==> src/lbwcs_regs.svh <==
// Contract
// RL1 - Warm-up counter width covers configured maximum
// RL2 - Default warm-up maximum 255, eight bits
// RL3 - Programmer preloads generator at begin minus warm-ups
// RL4 - Run warm-ups then range; signature only range
// RL5 - Begin at zero clears signature register
// RL6 - Fewer warm-ups start at shifted generator state
// RL7 - Default first pattern index is zero
// RL8 - Built-in default run uses hard-wired values
// RL9 - Warm-up register optional with configurable default
// RL10 - Optional chain-test count register with default
// RL11 - Chain tests after warm-ups, before others
// RL12 - Chain tests take lowest pattern indices
// RL13 - Chain-test capture: no clocks, one cycle
// RL14 - Capture trigger low throughout chain tests
// RL15 - Warm-up unloads never reach signature register
// RL16 - Warm-up end copies pattern counter over
// RL17 - One machine orders phases, skips empty ones
// RL18 - Generator advances one pattern per warm-up
`ifndef LBWCS_REGS_SVH
`define LBWCS_REGS_SVH
`define LBWCS_WARMUP_MAX      255
`define LBWCS_WARMUP_DEFAULT  128
`define LBWCS_CHAIN_MAX       16
`define LBWCS_CHAIN_DEFAULT   7
`define LBWCS_SR_DEFAULT      0
`define LBWCS_BEGIN_RESET     0
`define LBWCS_END_DEFAULT     1023
`define LBWCS_PAT_W           16
`define LBWCS_SHIFT_LEN       32
`define LBWCS_SCAN_CAPT       4
`define LBWCS_CHAIN_CAPT      1
`define LBWCS_SR_CAPT         2
`define LBWCS_PRPG_W          31
`define LBWCS_PRPG_SEED       31'h0000_0001
`define LBWCS_PRPG_TAPS       31'h4800_0000
`endif

==> src/lbwcs_pkg.sv <==
package lbwcs_pkg;
    typedef enum logic [2:0] {
        LBWCS_IDLE  = 3'h0,
        LBWCS_SHIFT = 3'h1,
        LBWCS_CAPT  = 3'h3,
        LBWCS_UNLD  = 3'h2,
        LBWCS_DONE  = 3'h6
    } lbwcs_state_t;

    typedef enum logic [1:0] {
        LBWCS_PH_WARM  = 2'h0,
        LBWCS_PH_CHAIN = 2'h1,
        LBWCS_PH_SR    = 2'h3,
        LBWCS_PH_SCAN  = 2'h2
    } lbwcs_phase_t;

    typedef struct packed {
        logic shiftPhase;
        logic captureEn;
        logic asyncSetResetEn;
        logic misrAccum;
        logic misrClear;
        logic prpgAdvance;
        logic busy;
        logic done;
    } lbwcs_ctrl_t;

    typedef struct packed {
        logic select;
        logic capture;
        logic shift;
        logic update;
        logic serialIn;
    } lbwcs_prog_t;
endpackage

==> src/lbwcs_prpg.sv <==
`timescale 1ns/1ps
`include "lbwcs_regs.svh"
module lbwcs_prpg #(
    parameter int unsigned        W    = `LBWCS_PRPG_W,
    parameter logic [W-1:0]       TAPS = `LBWCS_PRPG_TAPS
) (
    input  wire logic         sys_clk,
    input  wire logic         srst,
    input  wire logic         load,
    input  wire logic [W-1:0] seed,
    input  wire logic         advance,
    output logic      [W-1:0] state,
    output logic              scanBit
);
    logic [W-1:0] state_d;
    logic         bit_d;

    initial begin
        if (W < 2) begin
            $error("lbwcs_prpg: width below 2");
        end
    end

    always_comb begin
        state_d = state;
        bit_d   = scanBit;
        if (load) begin
            state_d = seed;
        end
        // Load and step may share an edge: the first pattern keeps every step
        if (advance) begin
            bit_d   = state_d[0];
            state_d = {^(state_d & TAPS), state_d[W-1:1]};
        end
    end

    always_ff @(posedge sys_clk) begin
        if (srst) begin
            state   <= W'(`LBWCS_PRPG_SEED);
            scanBit <= 1'b0;
        end else begin
            state   <= state_d;
            scanBit <= bit_d;
        end
    end
endmodule

==> src/lbwcs_sequencer.sv <==
`timescale 1ns/1ps
`include "lbwcs_regs.svh"
module lbwcs_sequencer #(
    parameter int unsigned WARMUP_PRESENT = 1,
    parameter int unsigned WARMUP_MAX     = `LBWCS_WARMUP_MAX,
    parameter int unsigned WARMUP_DEFAULT = `LBWCS_WARMUP_DEFAULT,
    parameter int unsigned CHAIN_PRESENT  = 1,
    parameter int unsigned CHAIN_MAX      = `LBWCS_CHAIN_MAX,
    parameter int unsigned CHAIN_DEFAULT  = `LBWCS_CHAIN_DEFAULT,
    parameter int unsigned SHIFT_LEN      = `LBWCS_SHIFT_LEN,
    parameter int unsigned SCAN_CAPT      = `LBWCS_SCAN_CAPT
) (
    input  wire logic               sys_clk,
    input  wire logic               srst,
    input  wire logic               start,
    input  wire logic               builtinDefaultRun,
    input  wire lbwcs_pkg::lbwcs_prog_t prog,
    output logic                    progSo,
    output lbwcs_pkg::lbwcs_ctrl_t  scanCtrl,
    output lbwcs_pkg::lbwcs_phase_t activePhase,
    output logic [`LBWCS_PAT_W-1:0] patternIndex,
    output logic                    prpgScanBit
);
    import lbwcs_pkg::*;

    // Register widths follow the configured maxima
    localparam int unsigned WW = (WARMUP_PRESENT != 0) ? $clog2(WARMUP_MAX + 1) : 1;
    localparam int unsigned CW = $clog2(CHAIN_MAX + 1);
    localparam int unsigned PW = `LBWCS_PAT_W;
    localparam int unsigned GW = `LBWCS_PRPG_W;
    localparam int unsigned SW = $clog2(SHIFT_LEN + 1);
    localparam int unsigned LW = WW + 2 * PW + 2 * CW + GW;

    // RL1 RL2 sizing checks
    initial begin
        if (WARMUP_MAX < 1 || WARMUP_DEFAULT > WARMUP_MAX) begin
            $error("lbwcs_sequencer: bad warm-up maximum or default");
        end
        if (CHAIN_MAX < 1 || CHAIN_DEFAULT > CHAIN_MAX) begin
            $error("lbwcs_sequencer: bad chain-test maximum or default");
        end
        if (SHIFT_LEN < 2 || SCAN_CAPT < 1 || SCAN_CAPT > 15) begin
            $error("lbwcs_sequencer: bad shift or capture length");
        end
    end

    // Programmed configuration and the serial shadow that reaches it
    logic [WW-1:0] warm_q, warm_d;
    logic [PW-1:0] begin_q, begin_d, end_q, end_d;
    logic [CW-1:0] chain_q, chain_d, sr_q, sr_d;
    logic [GW-1:0] seed_q, seed_d;
    logic [LW-1:0] shadow_q, shadow_d;
    logic          so_q, so_d;

    // Sequencer state
    lbwcs_state_t  st_q, st_d;
    lbwcs_phase_t  ph_q, ph_d;
    logic [WW-1:0] warmRem_q, warmRem_d;
    logic [PW-1:0] pat_q, pat_d, runEnd_q, runEnd_d;
    logic [CW-1:0] runChain_q, runChain_d, runSr_q, runSr_d;
    logic [SW-1:0] sh_q, sh_d;
    logic [3:0]    cap_q, cap_d;
    logic          obs_q, obs_d;
    lbwcs_ctrl_t   ctrl_q, ctrl_d;
    logic          warmCopy;
    logic          startTake;
    logic          prpgLoad;
    logic [GW-1:0] prpgSeed;
    logic [WW-1:0] startWarm;
    logic [PW-1:0] startBegin;

    function automatic lbwcs_phase_t phaseOf(input logic [PW-1:0] idx,
                                             input logic [CW-1:0] nChain,
                                             input logic [CW-1:0] nSr);
        logic [PW:0] lim;
        lim = {1'b0, PW'(nChain)} + {1'b0, PW'(nSr)};
        // RL12 chain tests first
        if ({1'b0, idx} < {1'b0, PW'(nChain)}) begin
            return LBWCS_PH_CHAIN;
        end else if ({1'b0, idx} < lim) begin
            return LBWCS_PH_SR;
        end
        return LBWCS_PH_SCAN;
    endfunction

    function automatic logic [3:0] captLen(input lbwcs_phase_t ph);
        unique case (ph)
            LBWCS_PH_CHAIN: return 4'(`LBWCS_CHAIN_CAPT);
            LBWCS_PH_SR:    return 4'(`LBWCS_SR_CAPT);
            LBWCS_PH_SCAN:  return 4'(SCAN_CAPT);
            LBWCS_PH_WARM:  return 4'(SCAN_CAPT);
        endcase
    endfunction

    assign startTake  = start && (st_q == LBWCS_IDLE);
    // RL8 hard-wired values in built-in default run
    assign startWarm  = (builtinDefaultRun && WARMUP_PRESENT != 0) ? WW'(WARMUP_DEFAULT)
                      : warm_q;
    assign startBegin = builtinDefaultRun ? PW'(`LBWCS_BEGIN_RESET) : begin_q;
    assign prpgSeed   = builtinDefaultRun ? GW'(`LBWCS_PRPG_SEED) : seed_q;
    assign prpgLoad   = startTake;

    // Configuration chain: capture reads state, update writes when not busy (idle or done)
    always_comb begin
        warm_d   = warm_q;
        begin_d  = begin_q;
        end_d    = end_q;
        chain_d  = chain_q;
        sr_d     = sr_q;
        seed_d   = seed_q;
        shadow_d = shadow_q;
        so_d     = so_q;
        if (prog.select && prog.capture) begin
            shadow_d = {warm_q, begin_q, end_q, chain_q, sr_q, seed_q};
        end else if (prog.select && prog.shift) begin
            so_d     = shadow_q[0];
            shadow_d = {prog.serialIn, shadow_q[LW-1:1]};
        end else if (prog.select && prog.update && !ctrl_q.busy) begin
            {warm_d, begin_d, end_d, chain_d, sr_d, seed_d} = shadow_q;
        end
        // RL9 no warm-up phase when built without it
        if (WARMUP_PRESENT == 0) begin
            warm_d = '0;
        end else if (warmCopy) begin
            // RL16 pattern counter copied at warm-up end
            warm_d = WW'(pat_q);
        end
        // RL10 chain-test register only when built
        if (CHAIN_PRESENT == 0) begin
            chain_d = '0;
        end
    end

    always_ff @(posedge sys_clk) begin
        if (srst) begin
            warm_q   <= (WARMUP_PRESENT != 0) ? WW'(WARMUP_DEFAULT) : '0;
            // RL7 first pattern index defaults to zero
            begin_q  <= PW'(`LBWCS_BEGIN_RESET);
            end_q    <= PW'(`LBWCS_END_DEFAULT);
            chain_q  <= (CHAIN_PRESENT != 0) ? CW'(CHAIN_DEFAULT) : '0;
            sr_q     <= CW'(`LBWCS_SR_DEFAULT);
            seed_q   <= GW'(`LBWCS_PRPG_SEED);
            shadow_q <= '0;
            so_q     <= 1'b0;
        end else begin
            warm_q   <= warm_d;
            begin_q  <= begin_d;
            end_q    <= end_d;
            chain_q  <= chain_d;
            sr_q     <= sr_d;
            seed_q   <= seed_d;
            shadow_q <= shadow_d;
            so_q     <= so_d;
        end
    end

    // RL17 phase sequencer
    always_comb begin
        st_d       = st_q;
        ph_d       = ph_q;
        warmRem_d  = warmRem_q;
        pat_d      = pat_q;
        runEnd_d   = runEnd_q;
        runChain_d = runChain_q;
        runSr_d    = runSr_q;
        sh_d       = sh_q;
        cap_d      = cap_q;
        obs_d      = obs_q;
        warmCopy   = 1'b0;
        ctrl_d     = '0;
        unique case (st_q)
            LBWCS_IDLE: begin
                if (startTake) begin
                    runChain_d = (builtinDefaultRun && CHAIN_PRESENT != 0)
                               ? CW'(CHAIN_DEFAULT) : chain_q;
                    runSr_d    = builtinDefaultRun ? CW'(`LBWCS_SR_DEFAULT) : sr_q;
                    runEnd_d   = builtinDefaultRun ? PW'(`LBWCS_END_DEFAULT) : end_q;
                    warmRem_d  = startWarm;
                    pat_d      = startBegin;
                    sh_d       = '0;
                    obs_d      = 1'b0;
                    st_d       = LBWCS_SHIFT;
                    // RL11 empty warm-up skipped at once
                    ph_d       = (startWarm != '0) ? LBWCS_PH_WARM
                               : phaseOf(startBegin, runChain_d, runSr_d);
                    // RL5 signature cleared only when the run begins at zero
                    ctrl_d.misrClear = (startBegin == '0);
                end
            end
            LBWCS_SHIFT: begin
                sh_d = sh_q + SW'(1);
                if (sh_q == SW'(SHIFT_LEN - 1)) begin
                    sh_d  = '0;
                    cap_d = '0;
                    st_d  = LBWCS_CAPT;
                end
            end
            LBWCS_CAPT: begin
                cap_d = cap_q + 4'h1;
                // RL13 capture window length per phase
                if (cap_q == captLen(ph_q) - 4'h1) begin
                    // RL4 RL15 warm-up unloads marked unobserved
                    obs_d = (ph_q != LBWCS_PH_WARM);
                    st_d  = LBWCS_SHIFT;
                    if (ph_q == LBWCS_PH_WARM) begin
                        warmRem_d = warmRem_q - WW'(1);
                        if (warmRem_q == WW'(1)) begin
                            warmCopy = 1'b1;
                            ph_d     = phaseOf(pat_q, runChain_q, runSr_q);
                        end
                    end else if (pat_q >= runEnd_q) begin
                        st_d = LBWCS_UNLD;
                    end else begin
                        pat_d = pat_q + PW'(1);
                        ph_d  = phaseOf(pat_d, runChain_q, runSr_q);
                    end
                end
            end
            LBWCS_UNLD: begin
                sh_d = sh_q + SW'(1);
                if (sh_q == SW'(SHIFT_LEN - 1)) begin
                    st_d = LBWCS_DONE;
                end
            end
            LBWCS_DONE: begin
                if (!start) begin
                    st_d = LBWCS_IDLE;
                end
            end
            default: begin
                st_d = LBWCS_IDLE;
            end
        endcase
        // Outputs registered from next state so they leave flops aligned
        ctrl_d.shiftPhase      = (st_d == LBWCS_SHIFT) || (st_d == LBWCS_UNLD);
        // RL18 generator steps every load shift cycle, warm-up included, but not in the final unload
        ctrl_d.prpgAdvance     = (st_d == LBWCS_SHIFT);
        // RL14 no capture trigger outside scan phase
        ctrl_d.captureEn       = (st_d == LBWCS_CAPT) && (ph_d == LBWCS_PH_SCAN);
        ctrl_d.asyncSetResetEn = (st_d == LBWCS_CAPT) && (ph_d == LBWCS_PH_SR);
        // RL4 RL15 only the requested range is folded in
        ctrl_d.misrAccum       = ((st_d == LBWCS_SHIFT) && obs_d) || (st_d == LBWCS_UNLD);
        ctrl_d.busy            = (st_d != LBWCS_IDLE) && (st_d != LBWCS_DONE);
        ctrl_d.done            = (st_d == LBWCS_DONE);
    end

    always_ff @(posedge sys_clk) begin
        if (srst) begin
            st_q       <= LBWCS_IDLE;
            ph_q       <= LBWCS_PH_WARM;
            warmRem_q  <= '0;
            pat_q      <= '0;
            runEnd_q   <= '0;
            runChain_q <= '0;
            runSr_q    <= '0;
            sh_q       <= '0;
            cap_q      <= '0;
            obs_q      <= 1'b0;
            ctrl_q     <= '0;
        end else begin
            st_q       <= st_d;
            ph_q       <= ph_d;
            warmRem_q  <= warmRem_d;
            pat_q      <= pat_d;
            runEnd_q   <= runEnd_d;
            runChain_q <= runChain_d;
            runSr_q    <= runSr_d;
            sh_q       <= sh_d;
            cap_q      <= cap_d;
            obs_q      <= obs_d;
            ctrl_q     <= ctrl_d;
        end
    end

    // RL3 RL6 generator reloaded at start from programmed seed, or hard-wired seed in built-in default run
    lbwcs_prpg #(
        .W    (GW),
        .TAPS (GW'(`LBWCS_PRPG_TAPS))
    ) u_prpg (
        .sys_clk (sys_clk),
        .srst    (srst),
        .load    (prpgLoad),
        .seed    (prpgSeed),
        .advance (ctrl_d.prpgAdvance),
        .state   (),
        .scanBit (prpgScanBit)
    );

    assign progSo       = so_q;
    assign scanCtrl     = ctrl_q;
    assign activePhase  = ph_q;
    assign patternIndex = pat_q;

    // Helper: shift cycles seen since the last capture
    logic [SW:0] advCnt_q;
    always_ff @(posedge sys_clk) begin
        if (srst || st_q == LBWCS_CAPT || st_q == LBWCS_IDLE) begin
            advCnt_q <= '0;
        end else if (ctrl_q.prpgAdvance) begin
            advCnt_q <= advCnt_q + (SW + 1)'(1);
        end
    end
endmodule

==> config.mk <==
export PLATFORM = sky130hd
export DESIGN_NAME = lbwcs_sequencer
export DESIGN_NICKNAME = d
export VERILOG_FILES = /design/src/lbwcs_pkg.sv /design/src/lbwcs_prpg.sv /design/src/lbwcs_sequencer.sv
export VERILOG_INCLUDE_DIRS = /design/src
export SDC_FILE = /design/constraint.sdc
export NUM_CORES = 1
export LEC_CHECK = 0
export ABC_AREA = 1
export BUFFER_PORTS_ARGS = -buffer_cell sky130_fd_sc_hd__buf_2
export CAP_MARGIN = 40
export CORE_UTILIZATION = 25
export DETAILED_ROUTE_END_ITERATION = 10
export MAX_ROUTING_LAYER = met4
export SLEW_MARGIN = 10
export SYNTH_ARGS = -nofsm -noshare
export SYNTH_HDL_FRONTEND = slang
export SYNTH_SLANG_ARGS = --single-unit
export TNS_END_PERCENT = 1
==> constraint.sdc <==
create_clock -name sys_clk -period 5.93 [get_ports sys_clk]
set_input_delay 0.2965 -clock sys_clk [delete_from_list [all_inputs] [get_ports sys_clk]]
set_output_delay 0.2965 -clock sys_clk [all_outputs]
set_load 0.01 [all_outputs]
==> results of run 1 <==
==> where the power goes <==
group          switching (W)  total (W)  leakage [nW]  internal, W
sequential         0.0000812    0.00197          2.19      0.00189
clock               0.000781    0.00201         0.545      0.00123
combinational       0.000386   0.000568          3.45     0.000183
==> tightest hold or removal path, stage by stage <==
cell     delay (ns)
buf_2          0.14
nand2_1        0.08
a31oi_1        0.07
==> per-stage QoR <==
stage               util, %  total power, W
finish                 28.9         0.00455
global route           28.9         0.00475
CTS                    28.9         0.00459
detailed placement     26.9         0.00258
global placement       26.6         0.00255
floorplan                 -         0.00239
==> state kept, by name (all words and copies together), names as in the netlist, 6 cells and up <==
signal and cells:
sh_q 6, warm_q 8, u_prpg.state 31, begin_q 16, scanCtrl 8, end_q 16
patternIndex 16, shadow_q 81, runEnd_q 16, seed_q 31, warmRem_q 8
==> synth_stat cells (all sizes together) <==
cell type,n
buf,41
nand2b,1
nor4,3
nor3,23
nand2,592
and3,1
o211ai,2
a21boi,2
o2111ai,1
a21o,3
nor3b,2
clkbuf,71
a311oi,2
fa,2
xor2,8
and2,1
o21bai,1
clkinv,3
xnor2,5
nor2,234
dfxtp,269
nand3,124
a31oi,84
a21oi,102
inv,130
nand4,13
a211oi,20
o211a,1
ha,58
o21ai,141
or2,3
o221ai,1
==> metal layers <==
layer	GRT usage, %	up-vias	share of wire, %
met5	-	-	0
met4	3.68	0	2.1
met3	1.99	49	5.3
met2	24.4	338	46
met1	18.9	6025	47
li1	-	6327	-
==> logic make-up after synthesis <==
group / after synthesis / share of synthesized area (%)
flip-flops: 269 / 40.3
AO/OA/AOI/OAI: 360 / 15.0
buffers and inverters: 245 / 7.44
AND/OR/NAND/NOR: 997 / 30.7
XOR/XNOR: 13 / 0.852
adder cells (fa/ha/maj): 60 / 5.73
==> cells in the final DEF (no fill, tap or decap), types with 2 or more instances in the layout <==
cell and n:
clkinv_4 3, o211ai_1 2, clkbuf_8 8, nor3_1 20, inv_2 9, nor3_2 3, buf_4 13, nor4_1 3
nand2_1 585, buf_16 3, bufinv_16 4, clkinv_2 9, nand3_1 121, or2_2 3, ha_1 58, nor2_4 5
a211oi_1 20, buf_12 2, buf_2 35, nor2_1 223, clkinv_1 3, nor3b_1 2, nand2_2 6, inv_1 119
o21ai_0 135, a31oi_1 84, a311oi_1 2, dfxtp_1 269, fa_1 2, a21oi_1 101, o21ai_1 3, nand4_1 13
xor2_1 8, xnor2_1 5, nor2_2 6, clkbuf_16 31, a21o_1 3, o21ai_2 2, nand3_2 2
==> area by class of cell <==
class / instances / area [um^2]
Clock buffer: 40 / 890
Clock inverter: 16 / 195
Fill cell: 5591 / 37400
Inverter: 133 / 503
Multi-Input combinational cell: 1430 / 7010
Sequential cell: 269 / 5390
Tap cell: 688 / 861
Timing Repair Buffer: 53 / 395
==> how the worst min path moves through the flow <==
stage | startpoint | to | slack, ns | cells after the start
2_1_floorplan | prog[3] | progSo$_SDFFE_PP0P_ | 0.44 | 2
4_1_cts | prog[0] | shadow_q[80]$_SDFFE_PP0N_ | 0.08 | 3
3_5_place_dp | runEnd_q[7]$_SDFFE_PP0P_ | runEnd_q[7]$_SDFFE_PP0P_ | 0.46 | 2
3_3_place_gp | cap_q[3]$_SDFFE_PP0P_ | cap_q[3]$_SDFFE_PP0P_ | 0.45 | 2
5_1_grt | prog[0] | shadow_q[80]$_SDFFE_PP0N_ | 0.10 | 3
6_report | prog[0] | shadow_q[80]$_SDFFE_PP0N_ | 0.1 | 3
==> results.sh, run 1 <==
export IMPL_crit_fanout=65
export IMPL_clock_root_buffer="clkbuf_16"
export IMPL_die_w_um=233
export IMPL_final_cells=2629
export IMPL_start_kind="register"
export IMPL_layout_drive_gt1_share_pct=7.78
export IMPL_cts_inserted_buffers=30
export IMPL_start_util_pct=25.4
export IMPL_numPortBuffers=36
export IMPL_critPathCapture="u_prpg.state[6]$_SDFF_PP0_"
export IMPL_fmax_mhz=291
export IMPL_maxCapViolCount=0
export IMPL_synth_seq_cells=269
export IMPL_fin_area_um2=15200
export IMPL_syn_nets=2013
export IMPL_clockBufferDepth=3
export IMPL_drc_errors=0
export IMPL_antennaDiodeCount=0
export IMPL_rsz0062_at_grt="no"
export IMPL_drtAntennaViolNets=0
export IMPL_drt_initial_drc_count=944
export IMPL_worstSetupEndpointType="register"
export IMPL_h_tree_depth=1
export IMPL_r2r_slack_ns=2.50
export IMPL_ys_warn_count=0
export IMPL_wirelength_um=39300
export IMPL_syn_cell_area_um2=13400
export IMPL_dieArea_um2=54400
export IMPL_wl_per_cell_um=15.0
export IMPL_period_share_pct=57.9
export IMPL_clkTransAtPathRegs_ns=0.06
export IMPL_cts_setup_buffers=0
export IMPL_grt_max_degree=71
export IMPL_postCtsHoldBufs=0
export IMPL_cp_startpoint="st_q[2]$_SDFF_PP0_"
export IMPL_criticalPathCategory="reg -> reg"
export IMPL_fp_dieH_um=233
export IMPL_dr_pass1_iters=6
export IMPL_setup_tns_final_ns=0
export IMPL_cts_tree="built"
export IMPL_report_final_hold_viol_count=0
export IMPL_fin_ws_ns=2.50
export IMPL_crit_path_top_delay_cell="nand2_2"
export IMPL_nets=1986
export IMPL_cts_sinks=269
export IMPL_slowest_delay_ns=0.74
export IMPL_finalWorstPathRequiredPeriod_ns=3.43
export IMPL_crit_chain="nor2_1 > nand2_1 > nor2_4 > buf_4 > inv_2 > buf_4 > nand3_4 > nand2_2 > nand2_1 > a21oi_1"
export IMPL_rows=84
export IMPL_cts_resized=0
export IMPL_dr_total_vias=12700
export IMPL_run_status="finished, final reports clean"
export IMPL_synth_cells=1944
export IMPL_ys_top_cells_by_area="dfxtp_1 (40%), nand2_1 (16%), nor2_1 (6.3%)"
export IMPL_place_ws_ns=2.39
export IMPL_clkLatencyLatePin_ns=0.56
export IMPL_cp_arrival_ns=3.91
export IMPL_cp_depth=10
export IMPL_holdWs_ns=0.0955
export IMPL_maxSlewHeadroom_pct=42.2
export IMPL_antenna_found_initial=0
export IMPL_p_per_area_nw_per_um2=298
export IMPL_pin_count=37
export IMPL_yosysTopAreaCell="dfxtp_1"
export IMPL_dpl_hpwl_um=25300
export IMPL_required_ns=6.41
export IMPL_path_delay_family="simple AND/OR/NAND/NOR gates"
export IMPL_syn_area_per_cell_um2=6.88
export IMPL_skew_ns=0.0156
export IMPL_hold_path_class="in -> reg"
export IMPL_synth_cell_types=50
export IMPL_grt_pass1_wl_um=64000
export IMPL_coreArea_um2=52700
export IMPL_vias_per_cell=4.85
export IMPL_setup_viol=0
export IMPL_synthToLayoutAreaGrowth_pct=14.0
export IMPL_r2r_start="st_q[2]$_SDFF_PP0_"
export IMPL_place_congestion=0.859
export IMPL_ys_seq_area_share_pct=40.3
export IMPL_grt_pass1_vias=12300
export IMPL_placed_cells=2573
export IMPL_peakVddDrop_mv=0.259
export IMPL_power_leakage_nw=6.18
export IMPL_grt_usage_pct=14.8
export IMPL_grt_overflow_total=0
export IMPL_reg2reg_to="u_prpg.state[6]$_SDFF_PP0_"
export IMPL_placed_area_um2=14200
export IMPL_final_max_slew_viol_count=0
export IMPL_crit_buf_inv=3
export IMPL_reg2regPathDepth=10
export IMPL_worst_pin_slew_ns=0.866
export IMPL_synth_top_area_share_pct=40.3
(Power assumes the default switching activity.)
==> inputs of run 2 (changes only) <==
==> constraint.sdc (replaced) <==
create_clock -name sys_clk -period 3.1 [get_ports sys_clk]
set_input_delay 0.155 -clock sys_clk [delete_from_list [all_inputs] [get_ports sys_clk]]
set_output_delay 0.155 -clock sys_clk [all_outputs]
set_load 0.01 [all_outputs]
==> run 2 against run 1 <==
  * Fmax is 21% higher
  * Cell count is 1.1% higher
  * Wire length is 0.24% lower
  * Flip-flop and latch count stayed put
  * Non-clock buffer count is 27 higher
  * Register-to-register slack worse by 2.2 ns
  * Critical endpoint is now scanCtrl[5]$_SDFF_PP0_
  * Largest cell class unchanged
==> results.sh, run 2 (synthesized netlist as in run 1, its figures left out) <==
export IMPL_grt_overflow_total=0
export IMPL_clkLatencyLatePin_ns=0.59
export IMPL_required_ns=3.62
export IMPL_wirelength_um=39200
export IMPL_die_w_um=233
export IMPL_holdWs_ns=0.104
export IMPL_layout_drive_gt1_share_pct=8.74
export IMPL_start_util_pct=25.4
export IMPL_worst_pin_slew_ns=0.900
export IMPL_peakVddDrop_mv=0.392
export IMPL_maxCapViolCount=0
export IMPL_cts_setup_buffers=0
export IMPL_wl_per_cell_um=14.8
export IMPL_clkTransAtPathRegs_ns=0.06
export IMPL_cp_depth=15
export IMPL_vias_per_cell=4.78
export IMPL_power_w=0.00892
export IMPL_pin_count=37
export IMPL_setup_tns_final_ns=0
export IMPL_rows=84
export IMPL_grt_pass1_wl_um=64300
export IMPL_nets=2014
export IMPL_clock_root_buffer="clkbuf_16"
export IMPL_fp_dieH_um=233
export IMPL_rsz0062_at_grt="no"
export IMPL_reg_top3="shadow_q x81, seed_q x31, u_prpg.state x31"
export IMPL_antennaDiodeCount=0
export IMPL_cts_inserted_buffers=31
export IMPL_grt_usage_pct=14.9
export IMPL_hold_path_class="in -> reg"
export IMPL_cp_arrival_ns=3.35
export IMPL_final_max_slew_viol_count=0
export IMPL_finalWorstPathRequiredPeriod_ns=2.83
export IMPL_maxSlewHeadroom_pct=40.0
export IMPL_worstSetupEndpointType="register"
export IMPL_period_share_pct=91.3
export IMPL_numPortBuffers=36
export IMPL_mostFrequentLayoutCells="nand2_1 (585), dfxtp_1 (269), nor2_1 (223)"
export IMPL_criticalPathCategory="reg -> reg"
export IMPL_setup_viol=0
export IMPL_report_final_hold_viol_count=0
export IMPL_power_leakage_nw=6.33
export IMPL_coreArea_um2=52700
export IMPL_crit_buf_inv=0
export IMPL_cts_tree="built"
export IMPL_antenna_found_initial=0
export IMPL_synthToLayoutAreaGrowth_pct=16.1
export IMPL_drtAntennaViolNets=0
export IMPL_slowest_delay_ns=0.41
export IMPL_grt_max_degree=84
export IMPL_drt_initial_drc_count=1022
export IMPL_crit_fanout=4
export IMPL_clockBufferDepth=3
export IMPL_grt_pass1_vias=12100
export IMPL_dpl_hpwl_um=25900
export IMPL_largest_reg_flops=81
export IMPL_placed_area_um2=14300
export IMPL_p_per_area_nw_per_um2=575
export IMPL_run_status="finished, final reports clean"
export IMPL_crit_chain="ha_1 > fa_1 > a21oi_1 > o21ai_0 > xnor2_1 > ha_1 > a21oi_1 > o21ai_0 > nand2_1 > nand4_1 > nand2_1 > nand2_1 > a21boi_1 > nor2_1 > nor2_1"
export IMPL_dr_total_vias=12700
export IMPL_cts_resized=0
export IMPL_crit_path_top_delay_cell="fa_1"
export IMPL_finish_utilization_pct=29.5
export IMPL_mostFrequentLayoutCell="nand2_1"
export IMPL_hold_depth=5
export IMPL_fin_area_um2=15500
export IMPL_path_delay_family="adder cells"
export IMPL_regMostFlops="shadow_q"
export IMPL_cts_sinks=269
export IMPL_drc_errors=0
export IMPL_h_tree_depth=1
export IMPL_start_kind="register"
export IMPL_dieArea_um2=54400
export IMPL_reg2regPathDepth=15
export IMPL_dr_pass1_iters=5
export IMPL_fmax_mhz=353
export IMPL_cpMostUsedCell="nand2_1"
export IMPL_place_congestion=0.926
export IMPL_skew_ns=0.0202
## run 2: power breakdown
part	leakage, nW	switching, W	internal, W
Sequential	2.19	0.000134	0.00362
Combinational	3.58	0.000759	0.000379
Clock	0.555	0.00155	0.00248
Total	6.33	0.00244	0.00648
## run 2: cell type report
type	instances	area, um^2
Clock buffer	40	870
Sequential cell	269	5390
Inverter	133	503
Timing Repair Buffer	80	628
Tap cell	688	861
Fill cell	5594	37100
Multi-Input combinational cell	1430	7010
Clock inverter	17	263
## run 2: metrics by stage
step                worst slack [ns]  std cells
detailed placement             0.321       2595
CTS                            0.297       2657
finish                         0.270       2657
floorplan                      0.361       1944
global placement               0.373       2592
global route                  0.0122       2657
## run 2: metal layers
metal  vias up  track usage (%)  routed length, um
li1       6374                -                  -
met1      5953             19.7              18500
met2       332             23.5              17600
met3        53             1.90               2170
met4         0             4.21                933
met5         -                -                  0
## run 2: worst paths after layout
kind         slack, ns                       start                         to
max               0.27  runChain_q[0]$_SDFFE_PP0P_     scanCtrl[5]$_SDFF_PP0_
min               0.10                     prog[2]  shadow_q[10]$_SDFFE_PP0N_
max reg2reg       0.27  runChain_q[0]$_SDFFE_PP0P_     scanCtrl[5]$_SDFF_PP0_
min reg2reg       0.46       cap_q[3]$_SDFFE_PP0P_      cap_q[3]$_SDFFE_PP0P_
## run 2: what timing repair did
action,CTS,global route
hold buffers,5,0
endpoints found under the hold margin,4,0
endpoints found under the setup margin,0,0
## run 2: worst register-to-register path: stages, from the launching register on
cell,delay (ns)
dfxtp_1,0.34
ha_1,0.24
fa_1,0.41
a21oi_1,0.15
o21ai_0,0.11
xnor2_1,0.21
ha_1,0.28
a21oi_1,0.12
o21ai_0,0.09
nand2_1,0.06
nand4_1,0.16
nand2_1,0.11
nand2_1,0.07
a21boi_1,0.22
nor2_1,0.09
nor2_1,0.10
==> inputs of run 3 (changes only) <==
--- a/config.mk
+++ b/config.mk
@@ -6,7 +6,7 @@
 export SDC_FILE = /design/constraint.sdc
 export NUM_CORES = 1
 export LEC_CHECK = 0
-export ABC_AREA = 1
+export ABC_AREA = 0
 export BUFFER_PORTS_ARGS = -buffer_cell sky130_fd_sc_hd__buf_2
 export CAP_MARGIN = 40
 export CORE_UTILIZATION = 25
==> run 3 against run 2 <==
  * Setup slack got worse by 0.18 ns
  * Flip-flop and latch count unchanged
  * Critical path depth shrank 5
  * First-iteration DRC count rose by 0.20%
  * Sequential power hardly changed
  * Non-clock buffer count increased by 19
  * Core utilization increased by 0.17 points
  * Combinational power is 13% lower
  * Largest cell class unchanged
  * Highest routed layer unchanged
==> results.sh, run 3 <==
export IMPL_final_max_slew_viol_count=0
export IMPL_fp_dieH_um=234
export IMPL_cts_inserted_buffers=28
export IMPL_hold_path_class="in -> reg"
export IMPL_skew_ns=0.0359
export IMPL_syn_cell_area_um2=13500
export IMPL_crit_buf_inv=1
export IMPL_layout_drive_gt1_share_pct=9.06
export IMPL_final_cells=2521
export IMPL_p_per_area_nw_per_um2=540
export IMPL_place_ws_ns=0.151
export IMPL_mostFrequentLayoutCells="nand2_1 (362), dfxtp_1 (269), nor2_1 (244)"
export IMPL_synth_top_family_by_area="simple AND/OR/NAND/NOR gates"
export IMPL_intPower_w=0.00627
export IMPL_synthSimpleGateAreaFrac_pct=25.0
export IMPL_syn_nets=1898
export IMPL_rsz0062_at_grt="no"
export IMPL_criticalPathCategory="reg -> reg"
export IMPL_cpMostUsedCell="ha_1"
export IMPL_nets=1880
export IMPL_grt_max_degree=185
export IMPL_wl_per_cell_um=15.9
export IMPL_placed_cells=2467
export IMPL_finish_utilization_pct=29.6
export IMPL_start_util_pct=25.5
export IMPL_clockPowerShare_pct=44.3
export IMPL_clkLatencyLatePin_ns=0.57
export IMPL_clkTransAtPathRegs_ns=0.07
export IMPL_synthArstFlopShare_pct=0
export IMPL_peakVddDrop_mv=0.450
export IMPL_maxSlewHeadroom_pct=36.5
export IMPL_drc_errors=0
export IMPL_start_kind="register"
export IMPL_drt_initial_drc_count=1024
export IMPL_setup_tns_final_ns=0
export IMPL_synth_cell_types=65
export IMPL_p_sw_share_pct=26.0
export IMPL_required_ns=3.57
export IMPL_ys_warn_count=0
export IMPL_regMostFlops="shadow_q"
export IMPL_finalWorstPathRequiredPeriod_ns=3.01
export IMPL_rows=84
export IMPL_muxShareOfSynthArea_pct=0.529
export IMPL_nFillCells=5728
export IMPL_synth_cells=1829
export IMPL_ys_top_cells_by_area="dfxtp_1 (40%), nand2_1 (10%), nor2_1 (6.8%)"
export IMPL_worst_pin_slew_ns=0.952
export IMPL_grt_overflow_total=0
export IMPL_cp_arrival_ns=3.48
export IMPL_synth_top_area_share_pct=39.9
export IMPL_cts_sinks=269
export IMPL_post_synth_top_count_cell="nand2_1"
export IMPL_report_final_hold_viol_count=0
export IMPL_power_leakage_nw=5.85
export IMPL_dpl_hpwl_um=26000
export IMPL_synth_commonest_cells="nand2_1 (362), dfxtp_1 (269), nor2_1 (245), a21oi_1 (157), o21ai_0 (141)"
export IMPL_power_switching_w=0.00220
export IMPL_synthAdderAreaFrac_pct=5.68
export IMPL_slowest_delay_ns=0.57
export IMPL_fmax_mhz=333
export IMPL_cts_tree="built"
export IMPL_synth_compound_area_share_pct=22.2
export IMPL_drtAntennaViolNets=0
export IMPL_wirelength_um=40200
export IMPL_synth_edf_count=0
export IMPL_reg_top3="shadow_q x81, seed_q x31, u_prpg.state x31"
export IMPL_synthToLayoutAreaGrowth_pct=16.4
export IMPL_dieArea_um2=54900
export IMPL_cts_setup_buffers=0
export IMPL_clockBufferDepth=3
export IMPL_grt_pass1_wl_um=65200
export IMPL_place_congestion=0.918
export IMPL_synth_seq_cells=269
export IMPL_grt_pass1_vias=11900
export IMPL_h_tree_depth=1
export IMPL_seqPwrFrac_pct=44.0
export IMPL_largest_reg_flops=81
export IMPL_antenna_found_initial=1
export IMPL_crit_chain="buf_4 > ha_1 > xor2_1 > ha_1 > o21ai_0 > o21bai_1 > a211oi_1 > o2111ai_1 > a31o_2 > and3b_1"
export IMPL_maxCapViolCount=0
export IMPL_dr_total_vias=12700
export IMPL_vias_per_cell=5.05
export IMPL_setup_viol=0
export IMPL_die_w_um=234
export IMPL_ys_seq_area_share_pct=39.9
export IMPL_pin_count=37
export IMPL_period_share_pct=97.0
export IMPL_coreArea_um2=53000
export IMPL_clock_root_buffer="clkbuf_16"
export IMPL_comb_power_share_pct=11.7
export IMPL_dr_pass1_iters=5
export IMPL_yosysTopAreaCell="dfxtp_1"
export IMPL_mostFrequentLayoutCell="nand2_1"
export IMPL_worstSetupEndpointType="register"
export IMPL_path_delay_family="compound AO/OA/AOI/OAI gates"
export IMPL_syn_area_per_cell_um2=7.37
export IMPL_run_status="finished, final reports clean"
export IMPL_numPortBuffers=36
export IMPL_crit_fanout=10
export IMPL_synth_xor_area_share_pct=1.30
export IMPL_synthFlopType="dfxtp_1"
export IMPL_fin_ws_ns=0.0938
export IMPL_crit_path_top_delay_cell="a211oi_1"
export IMPL_grt_usage_pct=15.0
==> run 3: cell types whose count changed after synthesis, sizes merged, moves of 51 or more <==
| cell | previous run | this run |
|---|---|---|
| a211oi | 20 | 110 |
| a21oi | 102 | 158 |
| a31oi | 84 | 15 |
| clkbuf | 71 | 125 |
| inv | 130 | 39 |
| nand2 | 592 | 362 |
| nand3 | 124 | 29 |
| nor3 | 23 | 74 |
==> run 3: routing by layer <==
metal	vias up	track usage [%]	routed length, um	share of wire [%]
li1	6292	-	-	-
met5	-	-	0	0
met1	6045	20.9	19600	49
met2	333	22.5	17500	44
met3	52	2.33	2200	5.5
met4	0	3.92	888	2.2
==> run 3: final timing paths <==
check	start	to	slack, ns	depth (start not counted)
max	patternIndex[0]$_SDFFE_PP0P_	scanCtrl[6]$_SDFF_PP0_	0.09	10
min	prog[4]	progSo$_SDFFE_PP0P_	0.07	4
max reg2reg	patternIndex[0]$_SDFFE_PP0P_	scanCtrl[6]$_SDFF_PP0_	0.09	10
min reg2reg	progSo$_SDFFE_PP0P_	progSo$_SDFFE_PP0P_	0.46	2
==> run 3: repair_timing <==
| action | 4_1_cts | 5_1_grt |
|---|---|---|
| gates resized for setup | 0 | 4 |
| hold endpoints to repair | 2 | 0 |
| hold buffers | 2 | 0 |
| setup endpoints to repair | 0 | 3 |
==> run 3: cells by family (layout without fill, tap and decap cells) <==
| group | after synthesis | in the layout |
|---|---|---|
| AOI/OAI and AO/OA | 492 | 492 |
| xor gates and xnor gates | 20 | 20 |
| adders and majority gates | 60 | 60 |
| buffers and inverters | 188 | 191 |
| DFF | 269 | 269 |
| muxes | 7 | 7 |
| other | 0 | 1 |
| and+or+nand+nor | 793 | 793 |
==> run 3: area by class of cell <==
class | instances | area [um^2] | share of cell area, %
repair buffers | 99 | 820 | 5.22
flip-flops and latches | 269 | 5390 | 34.3
clock buffers | 39 | 802 | 5.11
diodes | 1 | 2.50 | 0.0159
clock inverters | 12 | 221 | 1.41
multi-input cells | 1372 | 7450 | 47.5
inverters | 41 | 154 | 0.980
well taps | 688 | 861 | 5.48
==> run 3: power groups by stage <==
stage	clock network (W)	registers (W)	logic [W]
final	0.00375	0.00373	0.000995
after global routing	0.00397	0.00374	0.00111
after CTS	0.00384	0.00373	0.000989
after detailed placement	0	0.00380	0.000982
after global placement	0	0.00380	0.000955
after floorplan	0	0.00378	0.000663
==> run 3: per-stage QoR <==
step,total power (W),hold slack [ns],area (um^2)
2_1_floorplan,0.00444,0.375,13500
3_3_place_gp,0.00475,0.443,14600
3_5_place_dp,0.00478,0.446,14600
4_1_cts,0.00855,0.0420,15700
5_1_grt,0.00883,0.0648,15700
6_report,0.00847,0.0702,15700
==> run 3: worst min-delay path, delay by kind of cell <==
kind / cells / cell delay, ns
AOI/OAI and AO/OA: 1 / 0.05
and+or+nand+nor: 2 / 0.27
buffers and inverters: 1 / 0.12
